<file path="src/verilog/cefb_pkg.sv">
// constants and carrier types for the converter event flag bank
package cefb_pkg;

  // ---------------------------------------------------------------
  // register map
  // ---------------------------------------------------------------
  localparam logic [7:0] ADDR_PAIR_LOW    = 8'h19;
  localparam logic [7:0] ADDR_PAIR_HIGH   = 8'h1A;
  localparam logic [7:0] ADDR_THERM_LIVE  = 8'h1B;
  localparam logic [7:0] RESET_PAIR_LOW   = 8'h00;
  localparam logic [7:0] RESET_PAIR_HIGH  = 8'h00;
  localparam logic [7:0] RESET_THERM_LIVE = 8'h00;
  localparam logic [7:0] READ_UNMAPPED    = 8'h00;

  // ---------------------------------------------------------------
  // field layout
  // ---------------------------------------------------------------
  localparam int NUM_CONV     = 4;
  localparam int FLAG_W       = 3;
  localparam int LOW_CONV_LSB = 0;
  localparam int HIGH_CONV_LSB = 4;
  localparam int THERM_SD_BIT = 3;
  localparam int THERM_WARN_BIT = 2;

  // ---------------------------------------------------------------
  // timing
  // ---------------------------------------------------------------
  localparam int unsigned CLK_FREQ_MHZ    = 100;
  localparam int unsigned STARTUP_TIME_US = 1000;
  localparam int unsigned STARTUP_CYCLES  = STARTUP_TIME_US * CLK_FREQ_MHZ;

  // ---------------------------------------------------------------
  // carrier types
  // ---------------------------------------------------------------
  // packing order puts power-good at bit 2, short at bit 1, limit at bit 0
  typedef struct packed {
    logic power_good;
    logic short_circuit;
    logic current_limit;
  } cefb_flags_t;

  // live analog indications of one converter core
  typedef struct packed {
    logic enabled;
    logic power_good;
    logic above_short_level;
    logic current_limit;
  } cefb_sense_t;

  typedef struct packed {
    logic [7:0] addr;
    logic       wr;
    logic [7:0] wdata;
    logic       rd;
  } cefb_reg_req_t;

endpackage : cefb_pkg

</file>
<file path="src/verilog/cefb_event_flags.sv">
// latched converter event flags and live thermal status registers
// Functional notes
// each converter sets a sticky power-good flag when its output first reaches threshold
// short flag sets whenever a running converter drops under 0.35 V
// short flag also sets when output misses 0.35 V within 1 ms of enable
// current-limit flag sets whenever the converter's limiter is engaged
// flags stay set until host writes one to that bit; clears only that flag
// converters 0/1 at 0x19, 2/3 at 0x1A; low conv bits 2:0, high 6:4
// bit 3 of 0x1B shows live thermal-shutdown comparator
// bit 2 of 0x1B shows live thermal-warning comparator
// thermal status is read-only; bits 7:4 and 1:0 read zero
// per-converter pending bit while any of its flags is set
// thermal-warning interrupt only while its mask bit is zero
// a set in the same cycle as a clear keeps the flag set
// flags and thermal bits zero after reset; reserved bit writes ignored
`timescale 1ns/1ps
`default_nettype none

module cefb_event_flags
  import cefb_pkg::*;
#(
  parameter int unsigned STARTUP_LIMIT = STARTUP_CYCLES
)(
  input  wire logic                  SYS_CLK,
  input  wire logic                  RST,
  input  wire cefb_reg_req_t         REG_REQ,
  output logic [7:0]                 REG_RDATA,
  output logic                       REG_RVALID,
  input  wire cefb_sense_t [NUM_CONV-1:0] CONV_SENSE,
  input  wire logic                  OVERHEAT_SHUTDOWN_IN,
  input  wire logic                  OVERHEAT_WARNING_IN,
  input  wire logic                  OVERHEAT_WARNING_MASK,
  output logic [NUM_CONV-1:0]        CONV_PENDING,
  output logic                       OVERHEAT_WARNING_IRQ
);

  localparam int CNT_W = $clog2(STARTUP_LIMIT + 1);
  localparam logic [CNT_W-1:0] CNT_LAST = CNT_W'(STARTUP_LIMIT - 1);
  localparam logic [CNT_W-1:0] CNT_ZERO = '0;

  // -------------------------------------------------------------
  // helpers
  // -------------------------------------------------------------
  function automatic cefb_flags_t clear_mask(input cefb_reg_req_t req, input int idx);
    logic [7:0] target;
    target = (idx < 2) ? ADDR_PAIR_LOW : ADDR_PAIR_HIGH;
    if (!req.wr || req.addr != target)
      return '0;
    // reserved bits 7 and 3 are never looked at
    return (idx % 2 == 1) ? req.wdata[HIGH_CONV_LSB +: FLAG_W]
                          : req.wdata[LOW_CONV_LSB +: FLAG_W];
  endfunction

  function automatic logic [7:0] pair_byte(input cefb_flags_t lo, input cefb_flags_t hi);
    return {1'b0, hi, 1'b0, lo};
  endfunction

  // -------------------------------------------------------------
  // start-up supervision
  // -------------------------------------------------------------
  cefb_flags_t [NUM_CONV-1:0] flag_reg;
  cefb_flags_t [NUM_CONV-1:0] flag_next;
  cefb_flags_t [NUM_CONV-1:0] set_vec;
  cefb_flags_t [NUM_CONV-1:0] clr_vec;
  logic [NUM_CONV-1:0][CNT_W-1:0] start_cnt_reg;
  logic [NUM_CONV-1:0]        starting_reg;
  logic [NUM_CONV-1:0]        running_reg;
  logic [NUM_CONV-1:0]        enabled_d_reg;
  logic [NUM_CONV-1:0]        pg_d_reg;
  logic [NUM_CONV-1:0]        timeout;
  logic                       therm_sd_reg;
  logic                       therm_warn_reg;
  logic                       warn_d_reg;

  always_ff @(posedge SYS_CLK)
  begin
    if (RST)
    begin
      start_cnt_reg <= '0;
      starting_reg  <= '0;
      running_reg   <= '0;
      enabled_d_reg <= '0;
    end
    else
    begin
      for (int i = 0; i < NUM_CONV; i++)
      begin
        enabled_d_reg[i] <= CONV_SENSE[i].enabled;
        if (!CONV_SENSE[i].enabled)
        begin
          starting_reg[i] <= 1'b0;
          running_reg[i]  <= 1'b0;
        end
        else if (!enabled_d_reg[i])
        begin
          // fresh enable opens the start-up window
          starting_reg[i]  <= 1'b1;
          running_reg[i]   <= 1'b0;
          start_cnt_reg[i] <= CNT_ZERO;
        end
        else if (starting_reg[i])
        begin
          if (CONV_SENSE[i].above_short_level)
          begin
            starting_reg[i] <= 1'b0;
            running_reg[i]  <= 1'b1;
          end
          else if (timeout[i])
            starting_reg[i] <= 1'b0; // a failed start stays idle until re-enabled
          else
            start_cnt_reg[i] <= start_cnt_reg[i] + CNT_W'(1);
        end
      end
    end
  end

  // -------------------------------------------------------------
  // event flags
  // -------------------------------------------------------------
  always_comb
  begin
    for (int i = 0; i < NUM_CONV; i++)
    begin
      timeout[i] = starting_reg[i] && !CONV_SENSE[i].above_short_level
                   && start_cnt_reg[i] == CNT_LAST;
      set_vec[i].power_good    = CONV_SENSE[i].power_good && !pg_d_reg[i];
      set_vec[i].short_circuit = timeout[i]
                                 || (running_reg[i] && CONV_SENSE[i].enabled
                                     && !CONV_SENSE[i].above_short_level);
      set_vec[i].current_limit = CONV_SENSE[i].current_limit;
      clr_vec[i]   = clear_mask(REG_REQ, i);
      flag_next[i] = set_vec[i] | (flag_reg[i] & ~clr_vec[i]);
    end
  end

  always_ff @(posedge SYS_CLK)
  begin
    if (RST)
    begin
      flag_reg     <= '0;
      pg_d_reg     <= '0;
      CONV_PENDING <= '0;
    end
    else
    begin
      flag_reg <= flag_next;
      for (int i = 0; i < NUM_CONV; i++)
      begin
        pg_d_reg[i]     <= CONV_SENSE[i].power_good;
        CONV_PENDING[i] <= |flag_next[i];
      end
    end
  end

  // -------------------------------------------------------------
  // thermal status and warning interrupt
  // -------------------------------------------------------------
  always_ff @(posedge SYS_CLK)
  begin
    if (RST)
    begin
      therm_sd_reg         <= 1'b0;
      therm_warn_reg       <= 1'b0;
      warn_d_reg           <= 1'b0;
      OVERHEAT_WARNING_IRQ <= 1'b0;
    end
    else
    begin
      therm_sd_reg   <= OVERHEAT_SHUTDOWN_IN;
      therm_warn_reg <= OVERHEAT_WARNING_IN;
      warn_d_reg     <= therm_warn_reg;
      // mask gates only the event, never the live bit
      OVERHEAT_WARNING_IRQ <= therm_warn_reg && !warn_d_reg && !OVERHEAT_WARNING_MASK;
    end
  end

  // -------------------------------------------------------------
  // register read port
  // -------------------------------------------------------------
  always_ff @(posedge SYS_CLK)
  begin
    if (RST)
    begin
      REG_RDATA  <= 8'h00;
      REG_RVALID <= 1'b0;
    end
    else
    begin
      REG_RVALID <= REG_REQ.rd;
      if (REG_REQ.rd)
      begin
        case (REG_REQ.addr)
          ADDR_PAIR_LOW:   REG_RDATA <= pair_byte(flag_reg[0], flag_reg[1]);
          ADDR_PAIR_HIGH:  REG_RDATA <= pair_byte(flag_reg[2], flag_reg[3]);
          ADDR_THERM_LIVE:
          begin
            REG_RDATA <= 8'h00;
            REG_RDATA[THERM_SD_BIT]   <= therm_sd_reg;
            REG_RDATA[THERM_WARN_BIT] <= therm_warn_reg;
          end
          default:         REG_RDATA <= READ_UNMAPPED;
        endcase
      end
    end
  end

  for (genvar g = 0; g < NUM_CONV; g++)
  begin : g_chk

  end
endmodule // cefb_event_flags

`default_nettype wire

</file>
<file path="config.mk">
export PLATFORM = sky130hd
export DESIGN_NAME = cefb_event_flags
export DESIGN_NICKNAME = d
export VERILOG_FILES = /design/src/verilog/cefb_pkg.sv /design/src/verilog/cefb_event_flags.sv
export SDC_FILE = /design/constraint.sdc
export NUM_CORES = 1
export LEC_CHECK = 0
export BUFFER_PORTS_ARGS = -buffer_cell sky130_fd_sc_hd__buf_2
export CAP_MARGIN = 20
export CORE_UTILIZATION = 45
export DETAILED_ROUTE_END_ITERATION = 8
export GPL_ROUTABILITY_DRIVEN = 0
export HOLD_SLACK_MARGIN = 0.08
export PLACE_DENSITY = 0.72
export SLEW_MARGIN = 5
export SYNTH_ARGS = -nofsm -noshare
export SYNTH_HDL_FRONTEND = slang
export SYNTH_SLANG_ARGS = --single-unit
export TNS_END_PERCENT = 50
</file>
<file path="constraint.sdc">
create_clock -name SYS_CLK -period 2.1 [get_ports SYS_CLK]
set_input_delay 0.42 -clock SYS_CLK [delete_from_list [all_inputs] [get_ports SYS_CLK]]
set_output_delay 0.42 -clock SYS_CLK [all_outputs]
set_load 0.01 [all_outputs]
</file>
### Word level (Yosys, flattened, before mapping)

Index checks and enable logic that the tools add are counted.
W data, S select, Z words.

| cells by class | value |
|---|---|
| equal/unequal tests | 21 |
| bitwise gates (word level) | 20 |
| $add $sub $neg | 4 |
| reductions and logical operators | 59 |
| muxes and demuxes | 41 |

Operator list:

| cell | number |
|---|---|
| $mux W17 | 16 |
| $add A17 B1 Y17 const B | 4 |
| $eq A17 B17 Y1 const B | 4 |
| $eq A8 B5 Y1 const B | 3 |
| $ne A2 B2 Y1 const B | 12 |
| $reduce_or A3 Y1 | 8 |
| $logic_and A1 B1 Y1 | 22 |
| $pmux W7 S3 | 1 |
| $mux W1 | 18 |
| $mux W3 | 6 |
| $ne A8 B5 Y1 const B | 2 |
| $reduce_and A4 Y1 | 4 |
| $and A3 B3 Y3 | 4 |
| $not A3 Y3 | 4 |
| $or A3 B3 Y3 | 4 |
| $logic_not A1 Y1 | 11 |
| $not A1 Y1 | 8 |
| $reduce_and A2 Y1 | 4 |
| $reduce_or A2 Y1 | 4 |
| $logic_or A1 B1 Y1 | 6 |

| word-level totals | value |
|---|---|
| input bits | 39 |
| word-level logic and storage cells | 178 |
| flip-flop bits (word level) | 113 |
| output and inout port bits | 14 |

### Depth between registers and ports, before layout

Gate-level depths: netlist (run 1).

| depth | value |
|---|---|
| word-level depth | 8 |
| depth in mapped cells | 7 |

### Worst setup path before layout (run 1)

Ideal clock, no wire load.

| timing | value |
|---|---|
| kind | input port to flip-flop |
| start point | input REG_REQ[15] (netlist bit) |
| end point | register CONV_PENDING[2] |
| data required time | 1.967 ns |
| arrival | 1.922 ns |
| library setup time | 0.133 ns |
| path buffers | 0 |
| stages | 5 |
| slack | 0.046 ns |
| cell sequence | or4b_2 > nor4_2 > a31oi_1 > nor3_1 > a31oi_1 |

| on the way | value |
|---|---|
| cells in the longest elaborated chain, start to end | 8 |

Ends and longest elaborated chain:

| item | line | text |
|---|---|---|
| start, declared | cefb_event_flags.sv:26 | `input wire cefb_reg_req_t REG_REQ,` |
| $ne A8 B5 Y1 | cefb_event_flags.sv:47 | `if (!req.wr \|\| req.addr != target)` |
| $logic_or A1 B1 Y1 | cefb_event_flags.sv:47 |  |
| $mux W1 | cefb_event_flags.sv:47 |  |
| $mux W3 | cefb_event_flags.sv:50 | `return (idx % 2 == 1) ? req.wdata[HIGH_CONV_LSB +: FLAG_W]` |
| $not A3 Y3 | cefb_event_flags.sv:132 | `flag_next[i] = set_vec[i] \| (flag_reg[i] & ~clr_vec[i]);` |
| $and A3 B3 Y3 | cefb_event_flags.sv:132 |  |
| $or A3 B3 Y3 | cefb_event_flags.sv:132 |  |
| $reduce_or A3 Y1 | cefb_event_flags.sv:150 | `CONV_PENDING[i] <= \|flag_next[i];` |
| end signal, assigned by index | cefb_event_flags.sv:150 |  |
| end, declared | cefb_event_flags.sv:33 | `output logic [NUM_CONV-1:0] CONV_PENDING,` |

No other way between the ends.
A chain may end at the register's enable or synchronous reset.

### Final worst setup path (run 1)

| timing | value |
|---|---|
| start point | register start_cnt_reg[59] (netlist bit) |
| end point | register start_cnt_reg[53] (netlist bit) |

| on the way | value |
|---|---|
| cells in the longest elaborated chain, start to end | 4 |

Ends and longest elaborated chain:

| item | line | text |
|---|---|---|
| start, declared | cefb_event_flags.sv:65 | `logic [NUM_CONV-1:0][CNT_W-1:0] start_cnt_reg;` |
| start signal, assigned by index | cefb_event_flags.sv:111 | `start_cnt_reg[i] <= start_cnt_reg[i] + CNT_W'(1);` |
| $eq A17 B17 Y1 | cefb_event_flags.sv:125 | `&& start_cnt_reg[i] == CNT_LAST;` |
| $logic_and A1 B1 Y1 | cefb_event_flags.sv:125 |  |
| $ne A2 B2 Y1 (no line) | -- |  |
| $reduce_and A4 Y1 (no line) | -- |  |

No other way between the ends.

==> summary.txt, run 1 <==
Status
  • Outcome: finished, violations left
  • Failing checks: design-rule violations

Cells and area
  • Area grow syn2layout: 16.8%
  • Layout cells sized above 1: 0.166
  • Register area: 0.00224 mm^2
  • Fill count: 1,091
  • Flip-flop count of the largest register after layout: 68
  • Diode count: 0
  • Final Core Density: 0.547
  • Area used by multi-input combinational logic: 0.00297 mm^2
  • Nets: 769
  • Final cell count without fillers: 874

Yosys
  • Synth warnings: 0
  • Post-Synth XOR/XNOR Area: 0.00809
  • Top FF cell, synth: dfxtp_1
  • FF+latch count, synth: 112
  • Mapped Area: 0.00541 mm^2
  • Post-synth ARST share: 0
  • Ranking of synthesized cells by area: dfxtp_1 41%, a21oi_1 6.0%, nor2_1 3.9%
  • Post-synth EDFFs: 0
  • Syn_nets: 699
  • Mux cell area share after synthesis: 0.00948
  • Synth cell count leaders: 112 x dfxtp_1, 65 x a21oi_1, 56 x nor2_1, 53 x nand2_1, 39 x nand3_1
  • Post-Synth Adder-Cell Area: 0.00925
  • Synth unique cells: 72
  • Synth Area per Inst: 8.25 um^2
  • Top-count cell post-synth: dfxtp_1
  • Largest family of logic cells by synthesized area: simple AND/OR/NAND/NOR gates
  • Post-synth top area share: 0.414
  • Leading area contributor after synthesis: dfxtp_1
  • Simple-gate portion of the synthesized area: 0.318
  • Sequential share of the synthesized area: 0.414
  • Syn Inst Count: 656
  • Compound-Gate Fraction of Synth Area: 0.201

STA
  • Final worst slack: 0.0675 ns
  • Maximum clock rate: 0.492 GHz
  • Slew Limit Fails: 0
  • Relative slew slack: 0.447
  • Worst-Margin Slew: 0.828 ns
  • Finish-stage setup viols: 0
  • Unrepaired setup endpoints after global routing: yes
  • Final period util: 0.968
  • Final hold vios: 0
  • Setup TNS: 0 ns
  • Layout Skew: 0.00926 ns
  • Tmin final: 2.03 ns

Worst setup path
  • Worst Setup End Kind: flip-flop
  • CP Launch Type: flip-flop
  • Critical-path maximum fanout: 9
  • Critical-path top delay cell: or4_4
  • CP startpoint: start_cnt_reg[59]
  • Data required, critical path: 2.39 ns
  • Crit path arrival time: 2.32 ns
  • Setup CP Type: flip-flop to flip-flop
  • FF-to-FF Start: start_cnt_reg[59]
  • Crit-path leading delay family: simple AND/OR/NAND/NOR gates
  • Worst R2R Setup Slack: 0.07 ns
  • Worst R2R End: start_cnt_reg[53]
  • Worst Path Buf+Inv: 0
  • Largest stage delay, worst path: 0.58 ns
  • Cells on worst reg2reg path: 5
  • Crit-path cells: or4b_4 -> or4_4 -> a311oi_2 -> a31oi_1 -> a21oi_1

Floorplan
  • # IOs: 53
  • Standard-cell rows: 39
  • Die Y: 112 um
  • Die Span X: 112 um
  • Starting density of the core: 0.468
  • Die area: 0.0125 mm^2
  • Core area: 0.0116 mm^2

Drt
  • Post-Route WL: 13,000 um
  • Routed Antenna Nets: 0
  • Wire per inst: 14.9 um
  • Number of remaining DRC errors: 10
  • DR iter-0 viols: 584
  • Pre-antenna DRT Iters: 7
  • Vias per cell: 5.99
  • Total vias in the final route: 5,233

Placement
  • DP Worst Slack: -0.112 ns
  • DP Wirelength: 9370 um
  • Placed Instances: 855
  • Port Buf Inserts: 49

Hold path
  • Endpoint, Worst Hold: OVERHEAT_WARNING_IRQ
  • Hold path start: OVERHEAT_WARNING_MASK
  • Worst hold path class: input port to flip-flop
  • Hold Path Stages: 2

Global route
  • Total GRT Usage: 0.214
  • Initial antenna violation count: 0
  • First-pass GRT wire length: 22,000 um
  • Largest net degree at the start of global routing: 38
  • Vias in the first global route: 4,832
  • Congestion Overflow GR: 0

Power and ir drop
  • Power density over the cells: 675 mW/mm^2
  • Peak supply drop: 0.000391 V
  • Leak Pwr: 2.34 nW

Clock network
  • Cts hold-fix bufs: 0
  • CTS Buf Count: 9
  • Htree depth: 3
  • CTS tree: built
  • Reg clk slew, reported paths: 0.08 ns
  • Worst-Skew Late Latency: 0.36 ns
  • Clock tree buffer depth: 2
  • Root Driver: clkbuf_16
  • Clock sinks: 112

Run
  • Maxcap violations: 0
-- report_power, final --
part           leakage (nW)  total [W]  switching [W]  internal, W
Clock                 0.158    0.00180       0.000818     0.000987
Combinational          1.27   0.000281       0.000174     0.000106
Sequential            0.910    0.00218      0.0000256      0.00216
Total                  2.34    0.00427        0.00102      0.00325
-- worst max-delay path by stage --
stage | slack, ns | endpoint | depth (start not counted)
3_5_place_dp | -0.11 | CONV_PENDING[2] | 7
5_1_grt | -0.04 | start_cnt_reg[53] | 5
4_1_cts | 0.04 | start_cnt_reg[2] | 6
3_3_place_gp | -0.04 | CONV_PENDING[2] | 7
6_report | 0.07 | start_cnt_reg[53] | 5
2_1_floorplan | 0.05 | CONV_PENDING[2] | 5
-- repair_timing --
item | 4_1_cts | 5_1_grt
setup endpoints to repair | 0 | 25
setup buffers | 0 | 3
resized for setup | 0 | 5
-- worst register-to-register path, stage by stage, from the launching register on --
cell	delay (ns)
dfxtp_1	0.33
or4b_4	0.54
or4_4	0.58
a311oi_2	0.29
a31oi_1	0.07
a21oi_1	0.15
-- layout make-up --
| class | instances | share of cell area |
|---|---|---|
| well taps | 143 | 0.0283 |
| inverters | 18 | 0.0107 |
| repair buffers | 87 | 0.0859 |
| flip-flops and latches | 112 | 0.355 |
| clock buffers | 10 | 0.0378 |
| multi-input cells | 498 | 0.469 |
| clock inverters | 6 | 0.0133 |
-- stage by stage --
| step | area [um^2] | hold WS (ns) | power [W] |
|---|---|---|---|
| 4_1_cts | 6290 | 0.198 | 0.00432 |
| 2_1_floorplan | 5410 | 0.371 | 0.00240 |
| 5_1_grt | 6320 | 0.214 | 0.00442 |
| 3_5_place_dp | 5960 | 0.387 | 0.00251 |
| 6_report | 6320 | 0.209 | 0.00427 |
| 3_3_place_gp | 5960 | 0.380 | 0.00250 |
-- layer usage --
metal	wire length, um	up-vias	share of wire	global-route usage
met3	610	22	0.047	0.0441
met1	5880	2463	0.45	0.265
li1	-	2584	-	-
met4	237	0	0.018	0.0856
met2	6280	164	0.48	0.364
met5	0	-	0	0
-- cell usage in the layout, fill, tap and decap left out, drive strengths merged, types with 22 or more instances in the layout --
cell type / instances
nand4: 22
nor2: 56
o21ai: 28
nand2: 53
nor2b: 23
a21oi: 66
buf: 87
a31oi: 22
nand3: 39
dfxtp: 112
-- cell families (layout without fill, tap and decap cells) --
group	count (synthesis)	after routing
simple gates	311	311
compound gates	172	172
flops	112	112
buf+inv	46	121
xor+xnor	5	5
mux	5	5
fa+ha+maj	4	4
other cells	1	1
No activity file was read; power rests on OpenSTA's default activity.
==> run 2: changes to the inputs <==
--- a/config.mk
+++ b/config.mk
@@ -11,7 +11,7 @@
 export DETAILED_ROUTE_END_ITERATION = 8
 export GPL_ROUTABILITY_DRIVEN = 0
 export HOLD_SLACK_MARGIN = 0.08
-export PLACE_DENSITY = 0.72
+export PLACE_DENSITY = 0.69
 export SLEW_MARGIN = 5
 export SYNTH_ARGS = -nofsm -noshare
 export SYNTH_HDL_FRONTEND = slang
==> constraint.sdc (replaced) <==
create_clock -name SYS_CLK -period 2.6 [get_ports SYS_CLK]
set_input_delay 0.52 -clock SYS_CLK [delete_from_list [all_inputs] [get_ports SYS_CLK]]
set_output_delay 0.52 -clock SYS_CLK [all_outputs]
set_load 0.01 [all_outputs]
==> summary.txt, run 2 (same netlist as run 1, synthesis figures left out) <==
Status
  • Outcome: finished, violations left
  • Failing checks: design-rule violations

Global route
  • Initial antenna violation count: 0 (unchanged)
  • Congestion Overflow GR: 0 (unchanged)
  • Total GRT Usage: 0.210 (-0.00445)
  • Largest net degree at the start of global routing: 36 (-5.3%)
  • Vias in the first global route: 4,685 (-3.0%)
  • First-pass GRT wire length: 21,700 um (-1.5%)

Placement
  • Port Buf Inserts: 49 (unchanged)
  • Placed Instances: 833 (-2.6%)
  • DP Wirelength: 8940 um (-4.6%)

Drt
  • Wire per inst: 14.9 um (-0.12%)
  • Vias per cell: 6.02 (+0.47%)
  • Number of remaining DRC errors: 6 (-4)
  • Pre-antenna DRT Iters: 7 (unchanged)
  • Routed Antenna Nets: 0 (unchanged)
  • DR iter-0 viols: 467 (-20%)
  • Total vias in the final route: 5,101 (-2.5%)
  • Post-Route WL: 12,600 um (-3.1%)

Cells and area
  • Final cell count without fillers: 848 (-3.0%)
  • Diode count: 0 (unchanged)
  • Flip-flop count of the largest register after layout: 68 (unchanged)
  • Nets: 744 (-3.3%)
  • Commonest non-fill, non-tap cell in the layout: dfxtp_1
  • Most frequent cells in the layout: 112 x dfxtp_1, 65 x a21oi_1, 56 x nor2_1
  • Final Core Density: 0.525 (-0.0220)
  • Layout cells sized above 1: 0.129 (-0.0364)
  • Area grow syn2layout: 12.1%

Floorplan
  • Standard-cell rows: 39 (unchanged)
  • Die area: 0.0125 mm^2 (unchanged)
  • Die Span X: 112 um (unchanged)
  • Starting density of the core: 0.468 (unchanged)
  • Die Y: 112 um (unchanged)
  • # IOs: 53 (unchanged)
  • Core area: 0.0116 mm^2 (unchanged)

Clock network
  • Clock sinks: 112 (unchanged)
  • Setup Fix Bufs, Post-CTS: 0 (unchanged)
  • Worst-Skew Late Latency: 0.35 ns (about the same)
  • CTS Buf Count: 9 (unchanged)
  • Clock tree buffer depth: 2 (unchanged)
  • Post-CTS Resized: 0 (unchanged)
  • Cts hold-fix bufs: 0 (unchanged)
  • Reg clk slew, reported paths: 0.07 ns (about the same)
  • CTS tree: built
  • Root Driver: clkbuf_16
  • Htree depth: 3 (unchanged)

Run
  • Maxcap violations: 0 (unchanged)

Power and ir drop
  • Sequential share of power: 0.537 (+0.025)
  • Net switching power: 0.000786 W (-23%)
  • Gate power share: 0.066 (about the same)
  • Peak supply drop: 0.000358 V (-8.3%)
  • Cell Int Power: 0.00250 W (-23%)
  • Leak Pwr: 2.18 nW (-6.6%)
  • Clock power share: 0.397 (-0.026)
  • Power density over the cells: 542 mW/mm^2 (-20%)
  • Switching share of power: 0.239 (+0.000824)

Worst setup path
  • Data required, critical path: 2.89 ns (+0.50 ns)
  • Setup CP Type: flip-flop to flip-flop
  • Crit path arrival time: 2.54 ns (+0.22 ns)
  • Critical-path maximum fanout: 7 (-2)
  • CP Launch Type: flip-flop
  • Worst Setup End Kind: flip-flop

STA
  • Maximum clock rate: 0.446 GHz (-9.3%)
  • Worst-Margin Slew: 0.725 ns (-0.103 ns)
  • Slew Limit Fails: 0 (unchanged)
  • Final hold vios: 0 (unchanged)
  • Layout Skew: 0.00954 ns (+0.000288 ns)
  • Final period util: 0.862 (-0.106)
  • Relative slew slack: 0.512 (+0.0659)
  • Unrepaired setup endpoints after global routing: no
  • Setup TNS: 0 ns (unchanged)
  • Finish-stage setup viols: 0 (unchanged)
  • Tmin final: 2.24 ns (+0.209 ns)

Hold path
  • Worst hold path class: input port to flip-flop
## run 2: final cells by class
type / instances / area, um^2
Sequential cell: 112 / 2240
Clock inverter: 5 / 42.5
Timing Repair Buffer: 62 / 343
Multi-Input combinational cell: 498 / 2950
Inverter: 18 / 67.6
Fill cell: 1090 / 5500
Clock buffer: 10 / 239
Tap cell: 143 / 179
## run 2: final timing paths
path / startpoint / cells past startpoint / slack [ns] / endpoint
worst max-delay path: start_cnt_reg[17] / 7 / 0.36 / start_cnt_reg[33]
worst min-delay path: OVERHEAT_WARNING_MASK / 2 / 0.33 / OVERHEAT_WARNING_IRQ
worst max register to register: start_cnt_reg[17] / 7 / 0.36 / start_cnt_reg[33]
worst min register to register: warn_d_reg / 1 / 0.40 / OVERHEAT_WARNING_IRQ
## run 2: metrics by stage
step	cell area (um^2)	setup slack (ns)	hold slack [ns]	total power, W
after global routing	6070	0.185	0.320	0.00341
after floorplan	5410	0.446	0.371	0.00194
after detailed placement	5790	0.312	0.388	0.00202
after CTS	6070	0.375	0.313	0.00333
final	6070	0.358	0.326	0.00329
after global placement	5790	0.330	0.380	0.00201
## run 2: power groups by stage
stage	logic, W	registers, W	clock network (W)
after global placement	0.000211	0.00180	0
after floorplan	0.000138	0.00180	0
after global routing	0.000241	0.00177	0.00140
after detailed placement	0.000216	0.00180	0
final	0.000216	0.00176	0.00131
after CTS	0.000216	0.00176	0.00135
## run 2: worst max-delay path, stage by stage, from the launching register on
cell     delay [ns]
dfxtp_1        0.43
ha_1           0.25
and4_1         0.30
nand4_1        0.29
a21oi_1        0.30
buf_4          0.19
o21a_1         0.26
a211o_1        0.17
## run 2: per-layer routing
layer	up-vias	global-route usage	share of wire
met4	0	0.0748	0.014
met5	-	0	0
met2	122	0.351	0.48
li1	2538	-	-
met3	13	0.0457	0.044
met1	2428	0.265	0.46
